File: src/core/pdc_pkg.sv
package pdc_pkg;
    // Register byte addresses on the bus
    localparam logic [3:0] PDC_PWR_CTRL_ADDR = 4'h0; // power_control_reg
    localparam logic [3:0] PDC_IO_CTRL_ADDR = 4'h4;  // io_control_reg
    localparam logic [3:0] PDC_STATUS_ADDR = 4'h8;
    localparam logic [3:0] PDC_PORT01_ADDR = 4'hc;
    // Field positions
    localparam int PDC_SOFT_BIT = 1;
    localparam int PDC_ARM_BIT = 6;
    localparam int PDC_FLOAT_BIT = 0;
    localparam int PDC_EXT_PROG_BIT = 1;
    localparam int PDC_FAIL_PIN = 5;
    // Reset values
    localparam logic [7:0] PDC_PWR_CTRL_RST = 8'h00;
    localparam logic [7:0] PDC_IO_CTRL_RST = 8'h00;
    localparam logic [7:0] PDC_PORT_RST = 8'hff;
    // Port 3 pins kept as inputs when floating, per mode
    localparam logic [7:0] PDC_P3_KEEP_SOFT = 8'h3c;
    localparam logic [7:0] PDC_P3_KEEP_HARD = 8'h3c;
    localparam logic [7:0] PDC_P3_FAIL_MASK = 8'h20;

    typedef enum {PDC_RUN, PDC_SOFT, PDC_HARD} pdc_mode_t;

    // One 8-bit port: pin data and active-low drive enable
    typedef struct packed {
        logic [7:0] dout;
        logic [7:0] oe_n;
    } pdc_port_t;
endpackage : pdc_pkg

File: src/core/pdc_top.sv
// Our own choices: register access over Avalon-MM and the register addresses.
`timescale 1ns/1ps
module pdc_top (
    // Clock and reset
    input wire logic CLK_I,
    input wire logic RESET_N_I,
    // Avalon-MM slave
    input wire logic [3:0] AVS_ADDRESS_I,
    input wire logic AVS_READ_I,
    input wire logic AVS_WRITE_I,
    input wire logic [31:0] AVS_WRITEDATA_I,
    input wire logic [3:0] AVS_BYTEENABLE_I,
    output logic [31:0] AVS_READDATA_O,
    output logic AVS_WAITREQUEST_O,
    // Pins from the board
    input wire logic [7:0] P3_PIN_I,
    input wire logic EXT_PROG_SEL_I,
    // Port pins (oe_n low while driving)
    output pdc_pkg::pdc_port_t PORT0_O,
    output pdc_pkg::pdc_port_t PORT1_O,
    output pdc_pkg::pdc_port_t PORT2_O,
    output pdc_pkg::pdc_port_t PORT3_O,
    // Strobes and core controls
    output logic PROG_FETCH_STROBE_O,
    output logic ADDR_LATCH_STROBE_O,
    output logic OSC_RUN_O,
    output logic CORE_HALT_O,
    output logic TIMER_EXT_ONLY_O
);
    import pdc_pkg::*;

    // Three-stage pin synchronisers
    logic [7:0] p3_s1_r;
    logic [7:0] p3_s2_r;
    logic [7:0] p3_s3_r;
    logic ext_s1_r;
    logic ext_s2_r;
    logic ext_s3_r;
    // Agreed levels after stages two and three match
    logic fail_stable_r;
    logic fail_stable_nxt;
    logic ext_stable_r;
    logic ext_stable_nxt;
    // Software registers and port latches
    logic [7:0] pwr_ctrl_r;
    logic [7:0] pwr_ctrl_nxt;
    logic [7:0] io_ctrl_r;
    logic [7:0] io_ctrl_nxt;
    logic [7:0] latch0_r;
    logic [7:0] latch0_nxt;
    logic [7:0] latch1_r;
    logic [7:0] latch1_nxt;
    logic [7:0] latch2_r;
    logic [7:0] latch2_nxt;
    logic [7:0] latch3_r;
    logic [7:0] latch3_nxt;
    // Bus answer
    logic [31:0] rdata_r;
    logic [31:0] rdata_nxt;
    logic wait_r;
    logic wait_nxt;
    logic wr_hit;
    logic rd_hit;
    // Mode and the float choice held at entry
    pdc_mode_t mode_r;
    pdc_mode_t mode_nxt;
    logic float_held_r;
    logic float_held_nxt;
    logic fail_fall;
    // Registered pin and control outputs
    pdc_port_t p0_r;
    pdc_port_t p0_nxt;
    pdc_port_t p1_r;
    pdc_port_t p1_nxt;
    pdc_port_t p2_r;
    pdc_port_t p2_nxt;
    pdc_port_t p3_r;
    pdc_port_t p3_nxt;
    logic fetch_strb_r;
    logic fetch_strb_nxt;
    logic ale_r;
    logic ale_nxt;
    logic osc_r;
    logic osc_nxt;
    logic halt_r;
    logic halt_nxt;
    logic tmr_r;
    logic tmr_nxt;

    // Byte-lane merge for writes
    function automatic logic [7:0] pdc_lane(input logic [7:0] old, input logic [7:0] wd,
                                            input logic be);
        pdc_lane = be ? wd : old;
    endfunction : pdc_lane

    // Drive or float a whole port, keeping some pins as inputs
    function automatic pdc_port_t pdc_drive(input logic [7:0] d, input logic [7:0] flt);
        pdc_port_t res;
        // Floating pins show zero so no stale latch value leaks out
        res.dout = d & ~flt;
        res.oe_n = flt;
        return res;
    endfunction : pdc_drive

    // Mode decode shared by the status word and the pin logic
    function automatic logic pdc_is_hard(input pdc_mode_t m);
        return m == PDC_HARD;
    endfunction : pdc_is_hard

    // Synchronisers; first stage feeds only the second
    always_ff @(posedge CLK_I or negedge RESET_N_I) begin
        if (!RESET_N_I) begin
            p3_s1_r <= PDC_PORT_RST;
            p3_s2_r <= PDC_PORT_RST;
            p3_s3_r <= PDC_PORT_RST;
            ext_s1_r <= 1'b0;
            ext_s2_r <= 1'b0;
            ext_s3_r <= 1'b0;
        end else begin
            p3_s1_r <= P3_PIN_I;
            p3_s2_r <= p3_s1_r;
            p3_s3_r <= p3_s2_r;
            ext_s1_r <= EXT_PROG_SEL_I;
            ext_s2_r <= ext_s1_r;
            ext_s3_r <= ext_s2_r;
        end
    end

    // A change counts once stages two and three agree
    always_comb begin
        fail_stable_nxt = fail_stable_r;
        ext_stable_nxt = ext_stable_r;
        if (p3_s2_r[PDC_FAIL_PIN] == p3_s3_r[PDC_FAIL_PIN]) begin
            fail_stable_nxt = p3_s3_r[PDC_FAIL_PIN];
        end
        if (ext_s2_r == ext_s3_r) begin
            ext_stable_nxt = ext_s3_r;
        end
    end

    // Agreed levels; fail level resets high so reset gives no false fall
    always_ff @(posedge CLK_I or negedge RESET_N_I) begin
        if (!RESET_N_I) begin
            fail_stable_r <= 1'b1;
            ext_stable_r <= 1'b0;
        end else begin
            fail_stable_r <= fail_stable_nxt;
            ext_stable_r <= ext_stable_nxt;
        end
    end

    assign fail_fall = fail_stable_r & ~fail_stable_nxt;
    // Write lands only at the edge where the master sees waitrequest low
    assign wr_hit = AVS_WRITE_I & ~wait_r;
    // Read data loaded one edge early so it stands at that edge
    assign rd_hit = AVS_READ_I & wait_r;

    // Register file and bus answer
    always_comb begin
        pwr_ctrl_nxt = pwr_ctrl_r;
        io_ctrl_nxt = io_ctrl_r;
        latch0_nxt = latch0_r;
        latch1_nxt = latch1_r;
        latch2_nxt = latch2_r;
        latch3_nxt = latch3_r;
        rdata_nxt = rdata_r;
        // One wait cycle, then the answer edge; waitrequest rises again after it
        wait_nxt = !((AVS_READ_I || AVS_WRITE_I) && wait_r);
        if (wr_hit) begin
            case (AVS_ADDRESS_I)
                PDC_PWR_CTRL_ADDR: begin
                    pwr_ctrl_nxt = pdc_lane(pwr_ctrl_r, AVS_WRITEDATA_I[7:0],
                                            AVS_BYTEENABLE_I[0]);
                end
                PDC_IO_CTRL_ADDR: begin
                    io_ctrl_nxt = pdc_lane(io_ctrl_r, AVS_WRITEDATA_I[7:0],
                                           AVS_BYTEENABLE_I[0]);
                end
                PDC_PORT01_ADDR: begin
                    latch0_nxt = pdc_lane(latch0_r, AVS_WRITEDATA_I[7:0], AVS_BYTEENABLE_I[0]);
                    latch1_nxt = pdc_lane(latch1_r, AVS_WRITEDATA_I[15:8], AVS_BYTEENABLE_I[1]);
                    latch2_nxt = pdc_lane(latch2_r, AVS_WRITEDATA_I[23:16], AVS_BYTEENABLE_I[2]);
                    latch3_nxt = pdc_lane(latch3_r, AVS_WRITEDATA_I[31:24], AVS_BYTEENABLE_I[3]);
                end
                default: begin
                end
            endcase
        end
        if (rd_hit) begin
            case (AVS_ADDRESS_I)
                PDC_PWR_CTRL_ADDR: rdata_nxt = {24'h000000, pwr_ctrl_r};
                PDC_IO_CTRL_ADDR: rdata_nxt = {24'h000000, io_ctrl_r};
                PDC_STATUS_ADDR: rdata_nxt = {28'h0000000, fail_stable_r, float_held_r,
                                              pdc_is_hard(mode_r), mode_r == PDC_SOFT};
                PDC_PORT01_ADDR: rdata_nxt = {latch3_r, latch2_r, latch1_r, latch0_r};
                default: rdata_nxt = 32'h00000000;
            endcase
        end
    end

    // Bus and register state
    always_ff @(posedge CLK_I or negedge RESET_N_I) begin
        if (!RESET_N_I) begin
            pwr_ctrl_r <= PDC_PWR_CTRL_RST;
            io_ctrl_r <= PDC_IO_CTRL_RST;
            latch0_r <= PDC_PORT_RST;
            latch1_r <= PDC_PORT_RST;
            latch2_r <= PDC_PORT_RST;
            latch3_r <= PDC_PORT_RST;
            rdata_r <= 32'h00000000;
            wait_r <= 1'b1;
        end else begin
            pwr_ctrl_r <= pwr_ctrl_nxt;
            io_ctrl_r <= io_ctrl_nxt;
            latch0_r <= latch0_nxt;
            latch1_r <= latch1_nxt;
            latch2_r <= latch2_nxt;
            latch3_r <= latch3_nxt;
            rdata_r <= rdata_nxt;
            wait_r <= wait_nxt;
        end
    end

    // Mode sequencing; hard entry wins over a soft request in the same cycle
    always_comb begin
        mode_nxt = mode_r;
        float_held_nxt = float_held_r;
        case (mode_r)
            PDC_RUN: begin
                // armed fall enters hard mode; arm comes from software
                if (pwr_ctrl_r[PDC_ARM_BIT] && fail_fall) begin
                    mode_nxt = PDC_HARD;
                    float_held_nxt = io_ctrl_r[PDC_FLOAT_BIT];
                end else if (pwr_ctrl_r[PDC_SOFT_BIT]) begin
                    mode_nxt = PDC_SOFT;
                    float_held_nxt = io_ctrl_r[PDC_FLOAT_BIT];
                end
            end
            // Left only by reset, wake logic lies outside this block
            PDC_SOFT: mode_nxt = PDC_SOFT;
            PDC_HARD: mode_nxt = PDC_HARD;
            default: mode_nxt = PDC_RUN;
        endcase
    end

    // Mode state; only reset leaves a power-down mode
    always_ff @(posedge CLK_I or negedge RESET_N_I) begin
        if (!RESET_N_I) begin
            mode_r <= PDC_RUN;
            float_held_r <= 1'b0;
        end else begin
            mode_r <= mode_nxt;
            float_held_r <= float_held_nxt;
        end
    end

    // Pin states per mode
    always_comb begin
        logic ext_prog;
        ext_prog = ext_stable_r;
        p0_nxt = pdc_drive(latch0_r, 8'h00);
        p1_nxt = pdc_drive(latch1_r, 8'h00);
        p2_nxt = pdc_drive(latch2_r, 8'h00);
        p3_nxt = pdc_drive(latch3_r, 8'h00);
        // Run levels: strobes idle high, oscillator on, core free
        fetch_strb_nxt = 1'b1;
        ale_nxt = 1'b1;
        osc_nxt = 1'b1;
        halt_nxt = 1'b0;
        tmr_nxt = 1'b0;
        if (mode_nxt != PDC_RUN) begin
            osc_nxt = 1'b0;
            halt_nxt = 1'b1;
            tmr_nxt = 1'b1;
            fetch_strb_nxt = 1'b0;
            ale_nxt = 1'b0;
            if (!float_held_nxt) begin
                // keep driving latches; port 0 floats if external program, port 3 fail pin floats in hard mode
                p0_nxt = pdc_drive(latch0_r, ext_prog ? 8'hff : 8'h00);
                if (pdc_is_hard(mode_nxt)) begin
                    p3_nxt = pdc_drive(latch3_r, PDC_P3_FAIL_MASK);
                end
            end else begin
                p0_nxt = pdc_drive(latch0_r, 8'hff);
                p1_nxt = pdc_drive(latch1_r, 8'hff);
                p2_nxt = pdc_drive(latch2_r, 8'hff);
                p3_nxt = pdc_drive(latch3_r, 8'hff);
                if (pdc_is_hard(mode_nxt)) begin
                    p3_nxt.oe_n = p3_nxt.oe_n | PDC_P3_KEEP_HARD;
                end else begin
                    p3_nxt.oe_n = p3_nxt.oe_n | PDC_P3_KEEP_SOFT;
                end
            end
        end
    end

    // Pin and control registers
    // Loaded from the next mode, so pins change on the entry edge itself
    always_ff @(posedge CLK_I or negedge RESET_N_I) begin
        if (!RESET_N_I) begin
            p0_r <= '{dout: PDC_PORT_RST, oe_n: 8'h00};
            p1_r <= '{dout: PDC_PORT_RST, oe_n: 8'h00};
            p2_r <= '{dout: PDC_PORT_RST, oe_n: 8'h00};
            p3_r <= '{dout: PDC_PORT_RST, oe_n: 8'h00};
            fetch_strb_r <= 1'b1;
            ale_r <= 1'b1;
            osc_r <= 1'b1;
            halt_r <= 1'b0;
            tmr_r <= 1'b0;
        end else begin
            p0_r <= p0_nxt;
            p1_r <= p1_nxt;
            p2_r <= p2_nxt;
            p3_r <= p3_nxt;
            fetch_strb_r <= fetch_strb_nxt;
            ale_r <= ale_nxt;
            osc_r <= osc_nxt;
            halt_r <= halt_nxt;
            tmr_r <= tmr_nxt;
        end
    end

    // Outputs straight from their flip-flops
    assign AVS_READDATA_O = rdata_r;
    assign AVS_WAITREQUEST_O = wait_r;
    assign PORT0_O = p0_r;
    assign PORT1_O = p1_r;
    assign PORT2_O = p2_r;
    assign PORT3_O = p3_r;
    assign PROG_FETCH_STROBE_O = fetch_strb_r;
    assign ADDR_LATCH_STROBE_O = ale_r;
    assign OSC_RUN_O = osc_r;
    assign CORE_HALT_O = halt_r;
    assign TIMER_EXT_ONLY_O = tmr_r;
endmodule : pdc_top

File: config.mk
export PLATFORM = sky130hd
export DESIGN_NAME = pdc_top
export DESIGN_NICKNAME = d
export VERILOG_FILES = /design/src/core/pdc_pkg.sv /design/src/core/pdc_top.sv
export SDC_FILE = /design/constraint.sdc
export NUM_CORES = 1
export LEC_CHECK = 0
export ABC_AREA = 1
export BUFFER_PORTS_ARGS = -buffer_cell sky130_fd_sc_hd__buf_4
export CORE_ASPECT_RATIO = 1.1
export CORE_MARGIN = 5
export CORE_UTILIZATION = 48
export CTS_BUF_LIST = sky130_fd_sc_hd__clkbuf_8 sky130_fd_sc_hd__clkbuf_16
export CTS_CLUSTER_DIAMETER = 80
export DETAILED_ROUTE_END_ITERATION = 8
export PLACE_DENSITY = 0.84
export SYNTH_ARGS = -nofsm -noshare
export SYNTH_HDL_FRONTEND = slang
export SYNTH_SLANG_ARGS = --single-unit
File: constraint.sdc
create_clock -name CLK_I -period 1.4 [get_ports CLK_I]
set_input_delay 0.14 -clock CLK_I [delete_from_list [all_inputs] [get_ports CLK_I]]
set_output_delay 0.14 -clock CLK_I [all_outputs]
set_load 0.01 [all_outputs]
# Word-level counts from Yosys, hierarchy flattened

Cells that the tools add are included.

Register bits: 203
Output and inout bits: 102
Word-level logic and storage cells: 78

Bitwise gates (word level): 7
Reduce and logical (&&, ||, !) cells: 13
Mux-type cells: 20
Equality and inequality tests: 10

Operator list:

| cell                                                                    | number |
|---|---|
| 16-bit 2-to-1 mux                                                       | 8 |
| 32-bit case mux with 4 select lines                                     | 1 |
| 32-bit case mux with 3 select lines                                     | 1 |
| 32-bit by 2-bit equality test with 1-bit output (second input constant) | 2 |
| 32-bit by 3-bit equality test with 1-bit output (second input constant) | 2 |
| 32-bit 2-to-1 mux                                                       | 2 |
| 32-bit by 1-bit equality test with 1-bit output (second input constant) | 1 |
| 32-bit zero test                                                        | 1 |
| 32-bit nonzero test                                                     | 1 |
| 3-bit AND reduction                                                     | 6 |
| 14-bit 2-to-1 mux                                                       | 1 |
| 8-bit AND                                                               | 1 |
| 4-bit equality test (second input constant)                             | 2 |
| 8-bit 2-to-1 mux                                                        | 1 |
| 8-bit inverter                                                          | 1 |
| 1-bit 2-to-1 mux                                                        | 6 |
| 4-bit by 3-bit equality test with 1-bit output (second input constant)  | 1 |
| 4-bit zero test                                                         | 1 |
| 1-bit AND                                                               | 3 |
| 1-bit equality test                                                     | 2 |
| 1-bit logical AND                                                       | 2 |
| 1-bit inverter                                                          | 2 |
| 1-bit zero test                                                         | 1 |
| 1-bit logical OR                                                        | 1 |

# Longest topological paths before layout

Depth after elaboration: 11
Depth in mapped cells: 11
Mapped depth without buffers: 11

# Worst setup path after synthesis

OpenSTA, ideal clock, no wires.

Kind: register to register
Start: register p3_s2_r[5]
End: register p3_r, in the netlist PORT3_O[5]
Buffers on the path: 1
Path slack: -0.139 ns
Cell stages (with the launch flop): 9
Arrival: 1.408 ns
Period minus slack after synthesis: 1.539 ns
Required time: 1.268 ns
Cell sequence: dfstp_2 inv_1 nand4_1 o21ai_0 nand2_4 nand2_4 nor2_4 buf_4 o21bai_1

RTL lines:

| element                | RTL line       | RTL |
|---|---|---|
| from (decl)            | pdc_top.sv:34  | `logic [7:0] p3_s2_r;` |
| from (signal assigned) | pdc_top.sv:121 | `p3_s2_r <= p3_s1_r;` |
| to (signal assigned)   | pdc_top.sv:304 | `p3_r <= '{dout: PDC_PORT_RST, oe_n: 8'h00};` |
| to (signal assigned)   | pdc_top.sv:314 | `p3_r <= p3_nxt;` |
| to (decl)              | pdc_top.sv:77  | `pdc_port_t p3_r;` |

==> summary.md <==
| Metric | Value |
|---|---|
| Run status | `complete, but fails checks` |
| Failing checks | `setup timing` |
| Net count reported at finish | `slightly below 900` |
| Kind of cell adding the most delay to the critical path | `simple AND/OR/NAND/NOR gates` |
| GRT Overall Usage | `0.203` |
| Req. time, crit path | `around 1.7 ns` |
| Endpoints failing setup | `just over 40` |
| Post-synth top cells | `nand2_1 (128), dfrtp_1 (89), dfstp_2 (70)` |
| Fin. Hold Viols | `0` |
| Largest family of logic cells by synthesized area | `simple AND/OR/NAND/NOR gates` |
| Part of the cycle the worst path needs | `1.21` |
| Setup WS post-layout | `-0.299 ns` |
| Vias in the first global route | `roughly 5,000` |
| Max cap viols | `0` |
| Worst-path fanout max | `6` |
| Routed wl met2 | `slightly below 9000 um` |
| Post-route DRC | `0` |
| Routed WL per cell | `between 15 and 20 um` |
| # rows | `44` |
| Clock Tree Buf Depth | `2` |
| Layout Area Growth over Synthesis | `42.2%` |
| Final Slew Violations | `0` |
| Largest net degree at the start of global routing | `between 40 and 50` |
| Post-Synth XOR/XNOR Area | `0` |
| CTS clk-pin slew, worst paths | `around 0.06 ns` |
| Ys Warns | `0` |
| CTS sink count | `159` |
| Largest cells by area after synthesis | `dfrtp_1 (35%), dfstp_2 (29%), nand2_1 (7.5%)` |
| CTS Buf Count | `17` |
| I/O Buffers | `147` |
| Initial DRC count | `between 400 and 500` |
| Pwr per Cell Area | `1270 mW/mm^2` |
| Unrepaired setup endpoints after global routing | `true` |
| Gr ovfl total | `0` |
| Synth Register Bits | `~160` |
| First-pass GRT wire length | `around 25,000 um` |
| H-tree Lvls | `4` |
| Die Span Y | `approximately 130 um` |
| Clk root buf | `clkbuf_16` |
| Compound-Gate Fraction of Synth Area | `0.0759` |
| Top Ports | `155` |
| Post-synth top area share | `0.346` |
| Die W | `~120 um` |
| Final wirelength | `16,500 um` |
| Starting Density | `0.489` |
| Core area | `0.0132 mm^2` |
| Synth cell types | `31` |
| Die area | `0.0158 mm^2` |
| Drt pass-1 iters | `5` |
| Simple-gate share of the synthesized area | `0.188` |
| Worst setup SP type | `flop` |
| CP cell instances | `nand4_1, o21a_1, nand2_4, nand2_4, nor2_4, buf_6, nand2_2, nand2_2` |
| N_diodes | `0` |
| Syn avg cell area | `10.8 um^2` |
| Layout cell share with drive strength beyond 1 | `0.456` |
| Synth area leader | `dfrtp_1` |
| Dominant synthesized flop cell | `dfrtp_1` |
| Worst skew pair latency | `about 0.42 ns` |
| CP max-delay cell | `dfstp_2` |
| Post-synth EDFFs | `0` |
| Async set or reset register ratio after synthesis | `1.00` |
| Fraction of the mapped netlist area in adder cells | `0.00311` |
| Final Skew | `0.0112 ns` |
| Mux cell area share after synthesis | `0.0158` |
| Post-route ant nets | `0` |
| HP Class | `in -> reg` |
| Crit path DAT | `2.04 ns` |
| Fmax | `0.589 GHz` |
| Metal3 WL | `approximately 1200 um` |
| Initial antenna violation count | `0` |
| Setup crit end kind | `flop` |
| Leak Pwr | `4.58 nW` |
| Max incr delay on CP | `around 0.53 ns` |
| Power, Total | `roughly 0.012 W` |
| CTS tree | `yes` |
| Final hold slack | `around 0.012 ns` |
| CP bufs+invs | `1` |
| WS Path Type | `reg -> reg` |
| Placer Congestion | `0.806` |
| Synth Instances | `roughly 600` |
| Seq/Total Area, Yosys | `0.632` |
| Count leader, synth | `nand2_1` |
| Period minus WS final | `roughly 1.7 ns` |
| Highest routed layer | `met4` |
| M1 wire length | `roughly 6200 um` |
| Max VDD drop | `roughly 800 uV` |
| Synthesized area | `between 0.006 and 0.007 mm^2` |
| Via count | `just under 5,000` |
| Via density | `4.95` |
| DP HPWL | `~10,000 um` |
cell type report:
class / instances / area, um^2
flip-flops and latches: 159 / 4070
fillers: 823 / 4010
multi-input cells: 363 / 2100
repair buffers: 228 / 1990
clock buffers: 18 / 439
inverters: 53 / 201
well taps: 161 / 201
clock inverters: 14 / 153
per-stage QoR:
stage,util,TNS [ns],instances,instance area [um^2],setup slack (ns)
4_1_cts,0.685,-8.48,995,9010,-0.287
6_report,0.695,-9.72,996,9150,-0.299
3_5_place_dp,0.601,-15.49,923,7910,-0.595
3_3_place_gp,0.601,-13.36,923,7910,-0.536
5_1_grt,0.695,-13.11,996,9150,-0.375
2_1_floorplan,-,-2.43,623,6550,-0.103
final timing paths:
path | from | end | slack [ns] | depth (start not counted)
min in group asynchronous | RESET_N_I | AVS_READDATA_O[14]$_DFFE_PN0P_ | 0.18 | 2
max in group asynchronous | RESET_N_I | latch3_r[6]$_DFFE_PN1P_ | 0.55 | 3
setup / recovery | fail_stable_r$_DFF_PN1_ | PORT0_O[15]$_DFF_PN1_ | -0.30 | 8
hold / removal | AVS_WRITEDATA_I[3] | latch0_r[3]$_DFFE_PN1P_ | 0.01 | 3
setup reg to reg | fail_stable_r$_DFF_PN1_ | PORT0_O[15]$_DFF_PN1_ | -0.30 | 8
hold reg to reg | ext_s1_r$_DFF_PN0_ | ext_s2_r$_DFF_PN0_ | 0.35 | 0
power breakdown:
| group | leakage (nW) | internal [W] | switching, W | total [W] |
|---|---|---|---|---|
| Sequential | 1.87 | 0.00523 | 0.000225 | 0.00545 |
| Clock | 0.301 | 0.00282 | 0.00177 | 0.00459 |
| Combinational | 2.41 | 0.000733 | 0.000806 | 0.00154 |
| Total | 4.58 | 0.00879 | 0.00280 | 0.0116 |
layer usage:
metal,GRT usage,vias up
li1,-,2291
met1,0.235,2399
met2,0.355,207
met3,0.0576,37
met4,0.0775,0
met5,0,-
placed cells by master (no fill, tap or decap), types with 22 or more instances in the layout:
cell | synthesis | layout
o21ai_0 | 30 | 26
dfstp_2 | 70 | 70
a21oi_1 | 23 | 22
nor2_1 | 57 | 50
nor2_4 | 23 | 27
dfrtp_1 | 89 | 88
nand2_1 | 128 | 113
conb_1 | 1 | 30
inv_1 | 50 | 54
dlygate4sd3_1 | 0 | 32
buf_4 | 34 | 173
logic make-up (layout without fill, tap and decap cells):
| kind of cell | Yosys count | in the layout |
|---|---|---|
| AO/OA/AOI/OAI | 82 | 82 |
| adder cells (fa/ha/maj) | 2 | 2 |
| buffers and inverters | 102 | 313 |
| AND/OR/NAND/NOR | 239 | 240 |
| other | 1 | 30 |
| flip-flops | 159 | 159 |
| multiplexers | 9 | 9 |
worst min-delay path, cell delays in order:
cell     delay, ns
buf_4         0.11
inv_1         0.08
o21ai_0       0.09
sequential cells by signal, indices dropped and copies added, names as in the netlist, 8 cells and up:
name            count
PORT1_O             8
latch3_r            8
PORT3_O            10
latch1_r            8
mode_r             32
PORT2_O             8
latch2_r            8
io_ctrl_r           8
PORT0_O             9
latch0_r            8
pwr_ctrl_r          8
AVS_READDATA_O     32
what timing repair did:
| item | CTS | global route |
|---|---|---|
| cloned | 2 | 1 |
| hold endpoints to repair | 134 | 1 |
| hold buffers | 32 | 1 |
| setup buffers | 6 | 1 |
| setup endpoints to repair | 63 | 60 |
| pin swaps | 7 | 13 |
| resized for setup | 23 | 32 |
No activity file was read; power rests on OpenSTA's default activity.
